$ cat config.mk
export PLATFORM = sky130hd
export DESIGN_NAME = flash_ctrl
export DESIGN_NICKNAME = d
export VERILOG_FILES = /design/src/hw/flash_ctrl_pkg.sv /design/src/hw/flash_ctrl.sv
export SDC_FILE = /design/constraint.sdc
export NUM_CORES = 1
export LEC_CHECK = 0
export CORE_MARGIN = 2
export CORE_UTILIZATION = 45
export DETAILED_ROUTE_END_ITERATION = 10
export DONT_BUFFER_PORTS = 1
export GPL_ROUTABILITY_DRIVEN = 0
export PLACE_DENSITY_LB_ADDON = 0.08
export SYNTH_ARGS = -nofsm -noshare
export SYNTH_HDL_FRONTEND = slang
export SYNTH_SLANG_ARGS = --single-unit
$ cat constraint.sdc
create_clock -name core_clk_i -period 3.89 [get_ports core_clk_i]
set_input_delay 0 -clock core_clk_i [delete_from_list [all_inputs] [get_ports core_clk_i]]
set_output_delay 0 -clock core_clk_i [all_outputs]
set_load 0.1 [all_outputs]
$ cat src/hw/flash_ctrl_pkg.sv
`default_nettype none
package flash_ctrl_pkg;
  // ------------------------------------------------------------
  // Clock and timing
  // ------------------------------------------------------------
  localparam int unsigned CLK_MHZ = 50;
  localparam int unsigned CLK_PERIOD_NS = 20;
  localparam int unsigned RESET_PULSE_NS = 500;
  localparam int unsigned RESET_HIGH_BEFORE_READ_NS = 200;
  localparam int unsigned ABORT_READY_US = 20;
  localparam int unsigned TEMP_UNPROTECT_RESET_SETUP_US = 4;
  localparam int unsigned TEMP_UNPROTECT_RESET_HOLD_US = 4;
  localparam int unsigned BUSY_DELAY_NS = 90;
  localparam int unsigned WE_PULSE_NS = 60;
  localparam int unsigned WE_HIGH_NS = 60;
  localparam int unsigned READ_ACCESS_NS = 100;
  localparam int unsigned OE_HIGH_POLL_NS = 20;
  localparam int unsigned RESET_PULSE_CYC =
    (RESET_PULSE_NS + CLK_PERIOD_NS - 1) / CLK_PERIOD_NS;
  localparam int unsigned RESET_HIGH_CYC =
    (RESET_HIGH_BEFORE_READ_NS + CLK_PERIOD_NS - 1) / CLK_PERIOD_NS;
  localparam int unsigned ABORT_READY_CYC = ABORT_READY_US * CLK_MHZ;
  localparam int unsigned TU_SETUP_CYC = TEMP_UNPROTECT_RESET_SETUP_US * CLK_MHZ;
  localparam int unsigned TU_HOLD_CYC = TEMP_UNPROTECT_RESET_HOLD_US * CLK_MHZ;
  localparam int unsigned BUSY_DELAY_CYC =
    (BUSY_DELAY_NS + CLK_PERIOD_NS - 1) / CLK_PERIOD_NS;
  localparam int unsigned WE_PULSE_CYC = (WE_PULSE_NS + CLK_PERIOD_NS - 1) / CLK_PERIOD_NS;
  localparam int unsigned WE_HIGH_CYC = (WE_HIGH_NS + CLK_PERIOD_NS - 1) / CLK_PERIOD_NS;
  localparam int unsigned READ_CYC = (READ_ACCESS_NS + CLK_PERIOD_NS - 1) / CLK_PERIOD_NS;
  localparam int unsigned OE_HIGH_CYC = (OE_HIGH_POLL_NS + CLK_PERIOD_NS - 1) / CLK_PERIOD_NS;
  localparam int unsigned CNT_W = 16;
  // ------------------------------------------------------------
  // Flash bus
  // ------------------------------------------------------------
  localparam int unsigned ADDR_W = 21;
  localparam int unsigned DATA_W = 16;
  localparam int unsigned ADDR_BIT_SIX = 6;
  localparam int unsigned ADDR_BIT_ONE = 1;
  localparam int unsigned ADDR_BIT_ZERO = 0;
  localparam int unsigned BUSY_TOGGLE_BIT = 6;
  localparam int unsigned ERASE_SUSPEND_TOGGLE_BIT = 2;
  localparam int unsigned INVERTED_POLL_BIT = 7;
  // ------------------------------------------------------------
  // Register map
  // ------------------------------------------------------------
  localparam logic [7:0] REG_CTRL = 8'h00;
  localparam logic [7:0] REG_ADDR = 8'h04;
  localparam logic [7:0] REG_WDATA = 8'h08;
  localparam logic [7:0] REG_RDATA = 8'h0c;
  localparam logic [7:0] REG_STATUS = 8'h10;
  localparam int unsigned CTRL_CMD_LSB = 0;
  localparam int unsigned CTRL_TEMP_UNPROT = 4;
  localparam int unsigned CTRL_USE_CE_TOGGLE = 5;
  localparam logic [2:0] CMD_NONE = 3'h0;
  localparam logic [2:0] CMD_READ = 3'h1;
  localparam logic [2:0] CMD_WRITE = 3'h2;
  localparam logic [2:0] CMD_RESET = 3'h3;
  localparam logic [2:0] CMD_POLL = 3'h4;
  localparam logic [2:0] CMD_PROTECT = 3'h5;
  localparam logic [2:0] CMD_UNPROTECT = 3'h6;
  localparam int unsigned ST_BUSY = 0;
  localparam int unsigned ST_READY_BUSY_N = 1;
  localparam int unsigned ST_DONE = 2;
  localparam int unsigned ST_TOGGLE_STOP = 3;
  localparam int unsigned ST_TEMP_ACTIVE = 4;

  typedef struct packed {
    logic ce_n;
    logic oe_n;
    logic we_n;
    logic reset_n;
    logic [ADDR_W-1:0] addr;
    logic [DATA_W-1:0] dq_o;
    logic dq_oe;
  } flash_pins_t;

  typedef enum logic [3:0] {
    S_IDLE, S_WR_LO, S_WR_HI, S_RD, S_RD_GAP, S_RST_LO, S_RST_HI,
    S_TU_SETUP, S_TU_HOLD, S_BUSY_WAIT
  } state_t;
endpackage : flash_ctrl_pkg
`default_nettype wire

$ cat src/hw/flash_ctrl.sv
// The register addresses and register access over APB were left to the implementer.
`default_nettype none
// Overview of operation
// RULE1: A reset during a running algorithm brings the flash back to reading within 20 us.
// RULE2: A reset with no algorithm running brings the flash back to reading within 500 ns.
// RULE3: After releasing reset the controller waits at least 200 ns before any read.
// RULE4: Holding reset low for at least 20 us puts the flash in standby.
// RULE5: An accelerated program typically ends about 5 us after its last write cycle.
// RULE6: The flash shows busy on ready_busy_n within 90 ns after accepting program or erase.
// RULE7: The flash adds no latency for a read of one bank right after a write to the other.
// RULE8: The erase-suspend toggle bit toggles only when read inside an erase-suspended sector.
// RULE9: The controller may pulse either output enable or chip enable for status reads.
// RULE10: The busy toggle bit is readable at any address while an algorithm runs.
// RULE11: Protect is selected with address bit six low, bit one high and bit zero low.
// RULE12: Unprotect is selected with address bit six high, bit one high and bit zero low.
// RULE13: For temporary unprotect, reset is held raised at least 4 us before the first write.
// RULE14: Leaving temporary unprotect, reset stays raised at least 4 us after ready returns.
// RULE15: While an algorithm runs the poll bit reads inverted data and true data at the end.
// RULE16: The flash holds ready_busy_n busy for the whole algorithm and releases it after.
// RULE17: Completion is found from ready_busy_n or from toggle bits that stop toggling.
module flash_ctrl
  import flash_ctrl_pkg::*;
#(
  parameter int unsigned TU_SETUP_CYCLES = TU_SETUP_CYC,
  parameter int unsigned TU_HOLD_CYCLES = TU_HOLD_CYC
) (
  input wire logic core_clk_i,
  input wire logic resetn_i,
  input wire logic psel_i,
  input wire logic penable_i,
  input wire logic pwrite_i,
  input wire logic [7:0] paddr_i,
  input wire logic [31:0] pwdata_i,
  output logic [31:0] prdata_o,
  output logic pready_o,
  output logic pslverr_o,
  output logic flash_ce_n_o,
  output logic flash_oe_n_o,
  output logic flash_we_n_o,
  output logic flash_reset_n_o,
  output logic [ADDR_W-1:0] flash_addr_o,
  output logic [DATA_W-1:0] flash_dq_o,
  output logic flash_dq_oe_o,
  input wire logic [DATA_W-1:0] flash_dq_i,
  input wire logic ready_busy_n_i
);
  // ------------------------------------------------------------
  // Registers
  // ------------------------------------------------------------
  state_t state_q, state_d;
  flash_pins_t pins_q, pins_d;
  logic [CNT_W-1:0] cnt_q, cnt_d;
  logic [ADDR_W-1:0] addr_q;
  logic [DATA_W-1:0] wdata_q;
  logic [DATA_W-1:0] rdata_q, rdata_d;
  logic [DATA_W-1:0] prev_q, prev_d;
  logic have_prev_q, have_prev_d;
  logic busy_q, busy_d;
  logic done_q, done_d;
  logic toggle_stop_q, toggle_stop_d;
  logic temp_q, temp_d;
  logic use_ce_q;
  logic [2:0] cmd_q, cmd_d;
  logic [31:0] prdata_q;
  logic pready_q;
  logic pslverr_q;

  // ------------------------------------------------------------
  // APB decode
  // ------------------------------------------------------------
  wire apb_setup = psel_i && !penable_i;
  wire apb_wr = psel_i && penable_i && pready_q && pwrite_i;
  wire apb_rd = apb_setup && !pwrite_i;
  wire hit_ctrl = (paddr_i == REG_CTRL);
  wire hit_addr = (paddr_i == REG_ADDR);
  wire hit_wdata = (paddr_i == REG_WDATA);
  wire hit_rdata = (paddr_i == REG_RDATA);
  wire hit_status = (paddr_i == REG_STATUS);
  wire hit_any = hit_ctrl || hit_addr || hit_wdata || hit_rdata || hit_status;
  wire [2:0] new_cmd = pwdata_i[CTRL_CMD_LSB +: 3];
  wire start = apb_wr && hit_ctrl && !busy_q && (new_cmd != CMD_NONE);
  wire [31:0] status_word = {27'h0, temp_q, toggle_stop_q, done_q, ready_busy_n_i, busy_q};
  wire [31:0] ctrl_word = {26'h0, use_ce_q, temp_q, 1'b0, cmd_q};
  wire [31:0] rd_mux =
    hit_ctrl ? ctrl_word :
    hit_addr ? {{(32-ADDR_W){1'b0}}, addr_q} :
    hit_wdata ? {{(32-DATA_W){1'b0}}, wdata_q} :
    hit_rdata ? {{(32-DATA_W){1'b0}}, rdata_q} :
    hit_status ? status_word : 32'h0;

  // Sector protect selection on the low address bits
  function automatic logic [ADDR_W-1:0] prot_addr(input logic [ADDR_W-1:0] a,
                                                   input logic unprot);
    logic [ADDR_W-1:0] r;
    r = a;
    r[ADDR_BIT_SIX] = unprot; // RULE11 RULE12
    r[ADDR_BIT_ONE] = 1'b1; // RULE11 RULE12
    r[ADDR_BIT_ZERO] = 1'b0; // RULE11 RULE12
    return r;
  endfunction : prot_addr

  wire [DATA_W-1:0] toggled = flash_dq_i ^ prev_q;
  wire toggles_quiet = !toggled[BUSY_TOGGLE_BIT] && !toggled[ERASE_SUSPEND_TOGGLE_BIT];
  wire cnt_zero = (cnt_q == '0);

  // ------------------------------------------------------------
  // Sequencer
  // ------------------------------------------------------------
  always_comb begin
    state_d = state_q;
    pins_d = pins_q;
    cnt_d = cnt_zero ? cnt_q : cnt_q - 1'b1;
    rdata_d = rdata_q;
    prev_d = prev_q;
    have_prev_d = have_prev_q;
    busy_d = busy_q;
    done_d = done_q;
    toggle_stop_d = toggle_stop_q;
    temp_d = temp_q;
    cmd_d = cmd_q;
    case (state_q)
      S_IDLE: begin
        if (start) begin
          busy_d = 1'b1;
          done_d = 1'b0;
          cmd_d = new_cmd;
          toggle_stop_d = 1'b0;
          have_prev_d = 1'b0;
          pins_d.addr = addr_q;
          if (new_cmd == CMD_RESET) begin
            pins_d.reset_n = 1'b0;
            cnt_d = CNT_W'(ABORT_READY_CYC); // RULE1 RULE2 RULE4
            state_d = S_RST_LO;
          end else if (pwdata_i[CTRL_TEMP_UNPROT] && !temp_q) begin
            temp_d = 1'b1;
            cnt_d = CNT_W'(TU_SETUP_CYCLES); // RULE13
            state_d = S_TU_SETUP;
          end else if (new_cmd == CMD_READ || new_cmd == CMD_POLL) begin
            pins_d.ce_n = 1'b0;
            pins_d.oe_n = 1'b0; // RULE9
            cnt_d = CNT_W'(READ_CYC);
            state_d = S_RD;
          end else begin
            if (new_cmd == CMD_PROTECT || new_cmd == CMD_UNPROTECT) begin
              pins_d.addr = prot_addr(addr_q, new_cmd == CMD_UNPROTECT);
            end
            pins_d.ce_n = 1'b0;
            pins_d.we_n = 1'b0;
            pins_d.dq_o = wdata_q;
            pins_d.dq_oe = 1'b1;
            cnt_d = CNT_W'(WE_PULSE_CYC);
            state_d = S_WR_LO;
          end
        end else if (!pwdata_i[CTRL_TEMP_UNPROT] && apb_wr && hit_ctrl && temp_q && !busy_q) begin
          busy_d = 1'b1;
          cnt_d = CNT_W'(TU_HOLD_CYCLES); // RULE14
          state_d = S_TU_HOLD;
        end
      end
      S_TU_SETUP: begin
        if (cnt_zero) begin
          have_prev_d = 1'b0;
          if (cmd_q == CMD_READ || cmd_q == CMD_POLL) begin
            pins_d.ce_n = 1'b0;
            pins_d.oe_n = 1'b0;
            cnt_d = CNT_W'(READ_CYC);
            state_d = S_RD;
          end else begin
            if (cmd_q == CMD_PROTECT || cmd_q == CMD_UNPROTECT) begin
              pins_d.addr = prot_addr(addr_q, cmd_q == CMD_UNPROTECT);
            end
            pins_d.ce_n = 1'b0;
            pins_d.we_n = 1'b0;
            pins_d.dq_o = wdata_q;
            pins_d.dq_oe = 1'b1;
            cnt_d = CNT_W'(WE_PULSE_CYC); // RULE13
            state_d = S_WR_LO;
          end
        end
      end
      S_TU_HOLD: begin
        if (!ready_busy_n_i) begin
          cnt_d = CNT_W'(TU_HOLD_CYCLES); // RULE14
        end else if (cnt_zero) begin
          temp_d = 1'b0;
          busy_d = 1'b0;
          done_d = 1'b1;
          state_d = S_IDLE;
        end
      end
      S_WR_LO: begin
        if (cnt_zero) begin
          pins_d.we_n = 1'b1;
          pins_d.ce_n = 1'b1;
          cnt_d = CNT_W'(WE_HIGH_CYC);
          state_d = S_WR_HI;
        end
      end
      S_WR_HI: begin
        if (cnt_zero) begin
          pins_d.dq_oe = 1'b0;
          busy_d = 1'b0;
          done_d = 1'b1;
          state_d = S_IDLE;
        end
      end
      S_RD: begin
        if (cnt_zero) begin
          rdata_d = flash_dq_i;
          pins_d.oe_n = 1'b1;
          if (use_ce_q) begin
            pins_d.ce_n = 1'b1; // RULE9
          end
          if (cmd_q == CMD_POLL) begin
            // Busy toggle bit is read at any address; compare two reads
            prev_d = flash_dq_i; // RULE10
            have_prev_d = 1'b1;
            if (have_prev_q && toggles_quiet) begin
              toggle_stop_d = 1'b1; // RULE17
              busy_d = 1'b0;
              done_d = 1'b1;
              pins_d.ce_n = 1'b1;
              state_d = S_IDLE;
            end else begin
              cnt_d = CNT_W'(OE_HIGH_CYC);
              state_d = S_RD_GAP;
            end
          end else begin
            pins_d.ce_n = 1'b1;
            busy_d = 1'b0;
            done_d = 1'b1;
            state_d = S_IDLE;
          end
        end
      end
      S_RD_GAP: begin
        if (cnt_zero) begin
          pins_d.ce_n = 1'b0;
          pins_d.oe_n = 1'b0;
          cnt_d = CNT_W'(READ_CYC);
          state_d = S_RD;
        end
      end
      S_RST_LO: begin
        if (cnt_zero) begin
          pins_d.reset_n = 1'b1;
          cnt_d = CNT_W'(RESET_HIGH_CYC); // RULE3
          state_d = S_RST_HI;
        end
      end
      S_RST_HI: begin
        if (cnt_zero) begin
          state_d = S_BUSY_WAIT;
        end
      end
      S_BUSY_WAIT: begin
        if (ready_busy_n_i) begin
          busy_d = 1'b0; // RULE16 RULE17
          done_d = 1'b1;
          state_d = S_IDLE;
        end
      end
      default: state_d = S_IDLE;
    endcase
  end

  // ------------------------------------------------------------
  // Flops
  // ------------------------------------------------------------
  always_ff @(posedge core_clk_i or negedge resetn_i) begin
    if (!resetn_i) begin
      state_q <= S_IDLE;
      pins_q <= '{ce_n: 1'b1, oe_n: 1'b1, we_n: 1'b1, reset_n: 1'b1,
                  addr: '0, dq_o: '0, dq_oe: 1'b0};
      cnt_q <= '0;
      rdata_q <= '0;
      prev_q <= '0;
      have_prev_q <= 1'b0;
      busy_q <= 1'b0;
      done_q <= 1'b0;
      toggle_stop_q <= 1'b0;
      temp_q <= 1'b0;
      cmd_q <= CMD_NONE;
    end else begin
      state_q <= state_d;
      pins_q <= pins_d;
      cnt_q <= cnt_d;
      rdata_q <= rdata_d;
      prev_q <= prev_d;
      have_prev_q <= have_prev_d;
      busy_q <= busy_d;
      done_q <= done_d;
      toggle_stop_q <= toggle_stop_d;
      temp_q <= temp_d;
      cmd_q <= cmd_d;
    end
  end

  always_ff @(posedge core_clk_i or negedge resetn_i) begin
    if (!resetn_i) begin
      addr_q <= '0;
      wdata_q <= '0;
      use_ce_q <= 1'b0;
      prdata_q <= '0;
      pready_q <= 1'b0;
      pslverr_q <= 1'b0;
    end else begin
      pready_q <= apb_setup;
      pslverr_q <= apb_setup && !hit_any;
      if (apb_rd) begin
        prdata_q <= rd_mux;
      end
      if (apb_wr && hit_addr) begin
        addr_q <= pwdata_i[ADDR_W-1:0];
      end
      if (apb_wr && hit_wdata) begin
        wdata_q <= pwdata_i[DATA_W-1:0];
      end
      if (apb_wr && hit_ctrl && !busy_q) begin
        use_ce_q <= pwdata_i[CTRL_USE_CE_TOGGLE];
      end
    end
  end

  assign prdata_o = prdata_q;
  assign pready_o = pready_q;
  assign pslverr_o = pslverr_q;
  assign flash_ce_n_o = pins_q.ce_n;
  assign flash_oe_n_o = pins_q.oe_n;
  assign flash_we_n_o = pins_q.we_n;
  assign flash_reset_n_o = pins_q.reset_n;
  assign flash_addr_o = pins_q.addr;
  assign flash_dq_o = pins_q.dq_o;
  assign flash_dq_oe_o = pins_q.dq_oe;
endmodule : flash_ctrl
`default_nettype wire

==> flow_summary.yaml, run 1 <==
final_layout:
  layout-drive-gt1-share: 0.1977
  layout_common_cells: "145 x dfrtp_1, 101 x nand2_1, 82 x mux2_2, 48 x o21ai_0, 47 x nor2_1"
  finalNonFillerCells: 1009
  final_common_cell: "dfrtp_1"
  area_growth_pct: 15.97
  antennaDiodeCount: 0
  nets: 842
global_route:
  globalRouteTotalUtil: 0.2382
  antenna_found_initial: 0
  grt_pass1_wl_mm: 32.43
  overflow: 0
  grt_pass1_vias: 5831
  grt_max_degree: 150
setup_path:
  critPathRequiredTime_ps: 4200
  crit_type: "reg2reg"
  setup.worst_path.start_class: "flop"
  cp_data_arrival_time_ps: 3210
  cpPeakStageDelay_ps: 470
  end_kind: "flop"
  path_buf_inv: 1
  cpMaxStageDelayCell: "nor4b_1"
  crit_family: "simple AND/OR/NAND/NOR gates"
  crit_chain: "inv_1 > ha_1 > nor4b_1 > nand4_1 > ha_1 > nor2b_1 > o21ai_0 > o2111ai_1 > a21oi_1 > o211a_1 > a21oi_1"
  cp_max_fo: 4
placement:
  placed_cells: 931
  dp_hpwl_mm: 14.14
  io_buffer_count: 0
logic_synthesis:
  yosysTopAreaCellShare: 0.4840
  yosys.area.top_type: "dfrtp_1"
  synthCells: 737
  yosysSeqAreaShare: 0.4980
  synth_warnings: 0
  synth.area.top_cells: "dfrtp_1 48%, mux2_2 12%, nand2_1 5.1%"
  async_flop_share: 1.000
  synth-edff-count: 0
  synthFlopType: "dfrtp_1"
  ys_ff_latch: 149
  synth_area_mm2: 0.007497
  syn_avg_cell_area_um2: 10.17
  synth_cell_types: 70
routing:
  drt_iter0_drc: 410
  routed_wl_mm: 20.60
  routedWlPerCell_um: 20.41
  avgViaCountPerCell: 5.787
  route.detailed.drc: 0
  vias: 5839
  detail-route-antenna-nets: 0
  drtPass1Iterations: 5
power_and_ir_drop:
  power.leakage_nw: 3.858
  ir_drop_uv: 289.2
  power_density_mw_per_mm2: 573.4
floorplanning:
  die_area_mm2: 0.01771
  io_pins: 138
  rows: 47
  coreArea_mm2: 0.01641
  die_y_um: 133.1
  die_w_um: 133.1
  initial_utilization: 0.4570
sta:
  setup_viol: 0
  max-slew-margin-rel: 0.3658
  tns_ps: 0
  fmax_mhz: 344.8
  fin_crit_sh: 0.7455
  finalHoldViolations: 0
  rsz0062_at_grt: "false"
  drv_slew: 0
  tightest_slew_ps: 951.3
  skew_ps: 23.93
  fin_crit_ps: 2900
  hold_ws_ps: 15.44
clocking:
  clk_path_buf_depth: 2
  cts_tree: "built"
  clock-sinks: 149
  clock_latency_ps: 430
  h-tree-depth: 4
  post_cts_buffers: 0
  numCtsBuffers: 17
  root_buffer: "clkbuf_16"
  path_clk_slew_ps: 60
worst_hold_path:
  hold_class: "in2reg"
run_status:
  status: "finished, final reports clean"
job:
  cap_violations: 0
## worst min-delay path: stages
cell and delay (ps):
nand2_1 40, a21oi_1 50, o21ai_0 220, o21ai_0 80
## stage by stage
stage | area (um^2) | total power [mW] | utilization | setup slack (ps)
5_1_grt | 8695 | 5.278 | 0.5299 | 650.6
2_1_floorplan | 7535 | 3.077 | - | 1090
3_5_place_dp | 7664 | 3.360 | 0.4671 | 985.8
4_1_cts | 8695 | 5.013 | 0.5299 | 970.2
6_report | 8695 | 4.986 | 0.5299 | 989.9
3_3_place_gp | 7664 | 3.345 | 0.4671 | 1030
## state kept, by name, indices dropped and copies added (netlist names), 3 cells and up
register	flops
cmd_q	3
state_q	4
addr_q	21
wdata_q	16
prdata_o	21
cnt_q	16
flash_dq_o	16
rdata_q	16
flash_addr_o	21
## path summary, 6_finish.rpt
kind                                  from     endpoint  slack [ps]  cells past startpoint
worst max register to register    cnt_q[0]     cnt_q[0]         990                     11
min in group asynchronous         resetn_i    cnt_q[15]         110                      2
worst min-delay path            paddr_i[2]  prdata_o[3]          20                      4
worst max-delay path              cnt_q[0]     cnt_q[0]         990                     11
worst min register to register  rdata_q[7]   rdata_q[7]         510                      1
max in group asynchronous         resetn_i    addr_q[0]        2990                      2
## layer usage
layer  global-route usage  vias to the layer above  wire [um]  share of wire
met3              0.08084                       31       1545          0.075
li1                     -                     2693          -              -
met4              0.08483                        0        411          0.020
met2               0.3644                      216       9723           0.47
met5                    0                        -          0              0
met1               0.3167                     2899       8917           0.43
## cell usage after synthesis, drive strengths merged, types with 2 or more instances
cell type / number
a211oi: 4
a21oi: 33
xnor2: 11
dfstp: 4
nor3b: 6
a211o: 2
or2: 6
a21o: 2
inv: 12
nor3: 16
nand3b: 2
clkbuf: 24
o21ai: 66
o41ai: 2
nand4b: 3
o21a: 5
o31ai: 4
nand4: 5
nor2: 51
mux2: 82
and3: 3
or4: 2
nand2: 101
o211ai: 2
ha: 4
and2: 6
buf: 25
o311ai: 3
nand3: 16
nor4: 9
a22oi: 12
dfrtp: 145
nand2b: 8
o2111ai: 2
or3: 7
a31oi: 5
a22o: 10
nor2b: 8
o22ai: 5
xor2: 7
## report_power, final
part	internal [mW]	switching [mW]
logic	0.541	0.806
registers	1.72	0.365
clock network	0.852	0.699
## final cells by class
cell class                      count  area [um^2]
Clock inverter                     13        110.1
Multi-Input combinational cell    537         3512
Inverter                           12        45.04
Tap cell                          220        275.3
Timing Repair Buffer               59        575.6
Sequential cell                   149         3734
Clock buffer                       19        442.9
Fill cell                        1477         7712
## what timing repair did
action                                 4_1_cts  5_1_grt
hold buffers                                46        0
endpoints found under the hold margin      236        0
resized for setup                            0        0
## kinds of logic after synthesis
family / Yosys count / synth area share
simple gates: 254 / 0.1671
compound gates: 167 / 0.1417
flops: 149 / 0.4980
mux: 83 / 0.1262
buf+inv: 61 / 0.03889
xor+xnor: 18 / 0.02103
fa+ha+maj: 4 / 0.006676
other cells: 1 / 0.0005002
(Power assumes the default switching activity.)
==> inputs of run 2 (changes only) <==
==> constraint.sdc (replaced) <==
create_clock -name core_clk_i -period 3 [get_ports core_clk_i]
set_input_delay 0 -clock core_clk_i [delete_from_list [all_inputs] [get_ports core_clk_i]]
set_output_delay 0 -clock core_clk_i [all_outputs]
set_load 0.1 [all_outputs]
==> flow_summary.yaml, run 2 (same netlist as run 1, synthesis figures left out) <==
job:
  cap_violations: 0
final_layout:
  antennaDiodeCount: 0
  nets: 863
  final_common_cell: "dfrtp_1"
  fill_cells: 1470
  seq_area_mm2: 0.003734
  area_growth_pct: 18.76
  layout-drive-gt1-share: 0.2213
  multi_input_area_mm2: 0.003518
  layout_common_cells: "145 x dfrtp_1, 101 x nand2_1, 82 x mux2_2, 48 x o21ai_0, 47 x nor2_1"
  final_cell_area_mm2: 0.008904
global_route:
  grt_pass1_vias: 5943
  grt_max_degree: 150
  grt_pass1_wl_mm: 33.15
  globalRouteTotalUtil: 0.2432
  antenna_found_initial: 0
  overflow: 0
sta:
  finalHoldViolations: 149
  drv_slew: 0
  tightest_slew_ps: 983.5
  tns_ps: 0
  fin_crit_ps: 2732
  setup_viol: 0
  hold_ws_ps: -720.5
  rsz0062_at_grt: "false"
  skew_ps: 9.173
  max-slew-margin-rel: 0.3419
  fmax_mhz: 366.0
  fin_crit_sh: 0.9106
floorplanning:
  die_area_mm2: 0.01771
  die_y_um: 133.1
  die_w_um: 133.1
  initial_utilization: 0.4570
  coreArea_mm2: 0.01641
  io_pins: 138
  rows: 47
clocking:
  numCtsBuffers: 17
  clock-sinks: 149
  h-tree-depth: 4
  cts_tree: "built"
  clock_latency_ps: 420
  path_clk_slew_ps: 70
  clk_path_buf_depth: 2
  cts_hold_buffers: 44
  root_buffer: "clkbuf_16"
worst_hold_path:
  hold_class: "in2async"
setup_path:
  cp_max_fo: 22
  setup.worst_path.start_class: "flop"
  end_kind: "flop"
  crit_type: "reg2reg"
  critPathRequiredTime_ps: 3300
  cp_data_arrival_time_ps: 3030
placement:
  dpl-instance-area_mm2: 0.007861
  dp_hpwl_mm: 14.31
  io_buffer_count: 0
routing:
  drtPass1Iterations: 5
  route.detailed.drc: 0
  routedWlPerCell_um: 20.36
  drt_iter0_drc: 473
  avgViaCountPerCell: 5.740
  vias: 5906
  detail-route-antenna-nets: 0
  routed_wl_mm: 20.95
power_and_ir_drop:
  power_density_mw_per_mm2: 747.9
  power.leakage_nw: 3.989
  ir_drop_uv: 391.7
run_status:
  status: "finished, violations left"
  violations: "hold timing"
run 2: cell count changes in the layout (fill, tap and decap cells not counted), sizes merged:
cell / previous run / this run
buf: 14 / 36
bufinv: 0 / 2
dlygate4sd3: 45 / 44
inv: 20 / 17
clkinv: 1 / 2
clkinvlp: 4 / 3
run 2: path summary, 6_finish.rpt:
check / depth (start not counted) / slack, ps / start / endpoint
setup / recovery: 6 / 270 / pready_o / flash_addr_o[4]
hold / removal: 0 / -720 / resetn_i / cnt_q[15]
setup reg to reg: 6 / 270 / pready_o / flash_addr_o[4]
hold reg to reg: 2 / 490 / prdata_o[4] / prdata_o[4]
max in group asynchronous: 0 / 3380 / resetn_i / flash_oe_n_o
min in group core_clk_i: 4 / 10 / paddr_i[2] / prdata_o[3]
run 2: where the power goes:
| group | leakage [nW] | switching (mW) | internal [mW] | total [mW] |
|---|---|---|---|---|
| clock | 0.285 | 0.881 | 1.28 | 2.16 |
| combinational | 1.68 | 1.11 | 0.742 | 1.85 |
| sequential | 2.02 | 0.413 | 2.24 | 2.65 |
| total | 3.99 | 2.40 | 4.26 | 6.66 |
run 2: worst max-delay path: stages, from the launching register on:
cell and delay, ps:
dfrtp_1 350, nand4_1 340, nor4_1 740, nand3_1 390, o21ai_2 200, buf_12 230
mux2_2 350
run 2: routing by layer:
metal	track usage	wire [um]	vias to the layer above
li1	-	-	2728
met1	0.3306	9270	2953
met2	0.3785	9922	201
met3	0.06130	1411	24
met4	0.08961	346	0
met5	0	0	-
run 2: metrics by stage:
stage,power [mW],cells,util,worst slack (ps),hold WS (ps)
floorplan,3.990,747,-,199.5,-295.6
global placement,4.394,954,0.4791,382.5,-288.5
detailed placement,4.428,954,0.4791,266.8,-289.4
CTS,6.680,1029,0.5423,236.7,-739.3
global route,7.028,1029,0.5427,137.7,-747.4
finish,6.659,1029,0.5427,268.1,-720.5
run 2: final cells by class:
class / count / area share
flip-flops and latches: 149 / 0.4193
inverters: 12 / 0.005059
multi-input cells: 537 / 0.3952
repair buffers: 80 / 0.08263
well taps: 220 / 0.03092
clock buffers: 19 / 0.05087
clock inverters: 12 / 0.01602
run 2: repair_timing:
action,4_1_cts,5_1_grt
resized for setup,0,1
setup endpoints to repair,0,1
buffers inserted,0,0
endpoints found under the hold margin,233,149
==> inputs of run 3 (changes only) <==
==> constraint.sdc (replaced) <==
create_clock -name core_clk_i -period 2.35 [get_ports core_clk_i]
set_input_delay 0 -clock core_clk_i [delete_from_list [all_inputs] [get_ports core_clk_i]]
set_output_delay 0 -clock core_clk_i [all_outputs]
set_load 0.1 [all_outputs]
==> flow_summary.yaml, run 3 (same netlist as run 1, synthesis figures left out) <==
placement:
  placed_cells: 1036
  io_buffer_count: 0
  dp_hpwl_mm: 14.94
clocking:
  clk_path_buf_depth: 2
  cts_tree: "built"
  path_clk_slew_ps: 60
  clock-sinks: 149
  root_buffer: "clkbuf_16"
  numCtsBuffers: 17
  clock_latency_ps: 420
  h-tree-depth: 4
  cts_hold_buffers: 45
global_route:
  grt_pass1_vias: 6454
  grt_max_degree: 150
  antenna_found_initial: 0
  overflow: 0
  globalRouteTotalUtil: 0.2512
  grt_pass1_wl_mm: 34.61
routing:
  routedWlPerCell_um: 19.35
  vias: 6209
  route.detailed.drc: 0
  avgViaCountPerCell: 5.574
  drtPass1Iterations: 7
  detail-route-antenna-nets: 0
  routed_wl_mm: 21.55
  drt_iter0_drc: 482
power_and_ir_drop:
  internal_power_mw: 5.520
  p_sw_mw: 3.181
  power_frac_comb: 0.336
  power.leakage_nw: 4.416
  seqPwrFrac: 0.372
  power_density_mw_per_mm2: 911.4
  p_sw_frac: 0.3656
  clkPwrFrac: 0.292
  ir_drop_uv: 663.7
worst_hold_path:
  hold_class: "in2async"
sta:
  skew_ps: 12.12
  drv_slew: 0
  fmax_mhz: 432.8
  finalHoldViolations: 149
  fin_crit_ps: 2310
  fin_crit_sh: 0.9832
  hold_ws_ps: -707.0
  max-slew-margin-rel: 0.4000
  setup_viol: 0
  tightest_slew_ps: 897.0
final_layout:
  final_common_cell: "dfrtp_1"
  finalNonFillerCells: 1114
  layout-drive-gt1-share: 0.2964
  antennaDiodeCount: 0
  nets: 947
  fill_cells: 1430
  layout_common_cells: "144 x dfrtp_1, 115 x buf_4, 101 x nand2_1, 82 x mux2_2"
  area_growth_pct: 27.34
floorplanning:
  die_w_um: 133.1
  coreArea_mm2: 0.01641
  io_pins: 138
  initial_utilization: 0.4570
  die_y_um: 133.1
  die_area_mm2: 0.01771
  rows: 47
setup_path:
  rr_endpoint: "busy_q"
  cp_data_arrival_time_ps: 2610
  crit_chain: "or4_4 > nor3_1 > nand4b_1 > a221oi_1 > buf_4 > nand2_1 > a22o_1"
  cp_max_fo: 4
  crit_start: "cnt_q[7]"
  r2r-start: "cnt_q[7]"
  end_kind: "flop"
  critPathRequiredTime_ps: 2650
  worstSetupEndpoint: "busy_q"
  setup.worst_path.start_class: "flop"
  r2r_slack_ps: 40
  cpMaxStageDelayCell: "or4_4"
  crit_type: "reg2reg"
  r2r_cells: 7
  cpPeakStageDelay_ps: 550
run_status:
  violations: "hold timing"
  status: "finished, violations left"
job:
  cap_violations: 0
[run 3: metal layers]
metal	up-vias	wire length, um	GRT usage
met5	-	0	0
met4	0	635	0.09976
met3	41	1336	0.05939
li1	2902	-	-
met1	3061	8396	0.2990
met2	205	11190	0.4393
[run 3: worst max-delay path, delay by kind of cell, from the launching register on]
kind | cells | cell delay, ps
buffers and inverters | 1 | 170
AOI/OAI and AO/OA | 2 | 560
DFF | 1 | 440
and+or+nand+nor | 4 | 1020
[run 3: power groups by stage]
stage / Sequential (mW) / Combinational [mW] / Clock [mW]
floorplan: 3.35 / 1.76 / 0
finish: 3.24 / 2.92 / 2.54
detailed placement: 3.25 / 2.76 / 0
global placement: 3.24 / 2.73 / 0
CTS: 3.21 / 2.86 / 2.59
global route: 3.27 / 3.18 / 2.71
[run 3: final cells by class]
class | count | area, um^2 | area share
Tap cell | 220 | 275.3 | 0.02883
Timing Repair Buffer | 164 | 1394 | 0.1460
Clock inverter | 11 | 91.34 | 0.009567
Multi-Input combinational cell | 537 | 3553 | 0.3722
Sequential cell | 149 | 3737 | 0.3915
Inverter | 12 | 45.04 | 0.004718
Clock buffer | 21 | 450.4 | 0.04718
[run 3: repair_timing]
item | 4_1_cts | 5_1_grt
hold endpoints to repair | 234 | 149
gates resized for setup | 0 | 5
setup endpoints to repair | 0 | 52
buffers inserted | 0 | 1
[run 3: worst min path at each step]
stage	to	slack, ps	cells past startpoint
after CTS	addr_q[6]	-740	0
after floorplan	addr_q[0]	-300	0
final	cnt_q[0]	-710	0
after global routing	addr_q[4]	-750	0
after global placement	cnt_q[0]	-290	0
after detailed placement	state_q[2]	-290	0
[run 3: metrics by stage]
step                      setup WS, ps    util  TNS (ps)  cell area (um^2)  total power [mW]
after floorplan                  83.38       -         0              7556             5.107
after global placement           89.92  0.5195         0              8523             5.968
after detailed placement         54.81  0.5195         0              8523             6.015
after CTS                        37.67  0.5800         0              9515             8.654
after global routing            -18.78  0.5819    -76.38              9547             9.156
final                            39.51  0.5819         0              9547             8.701
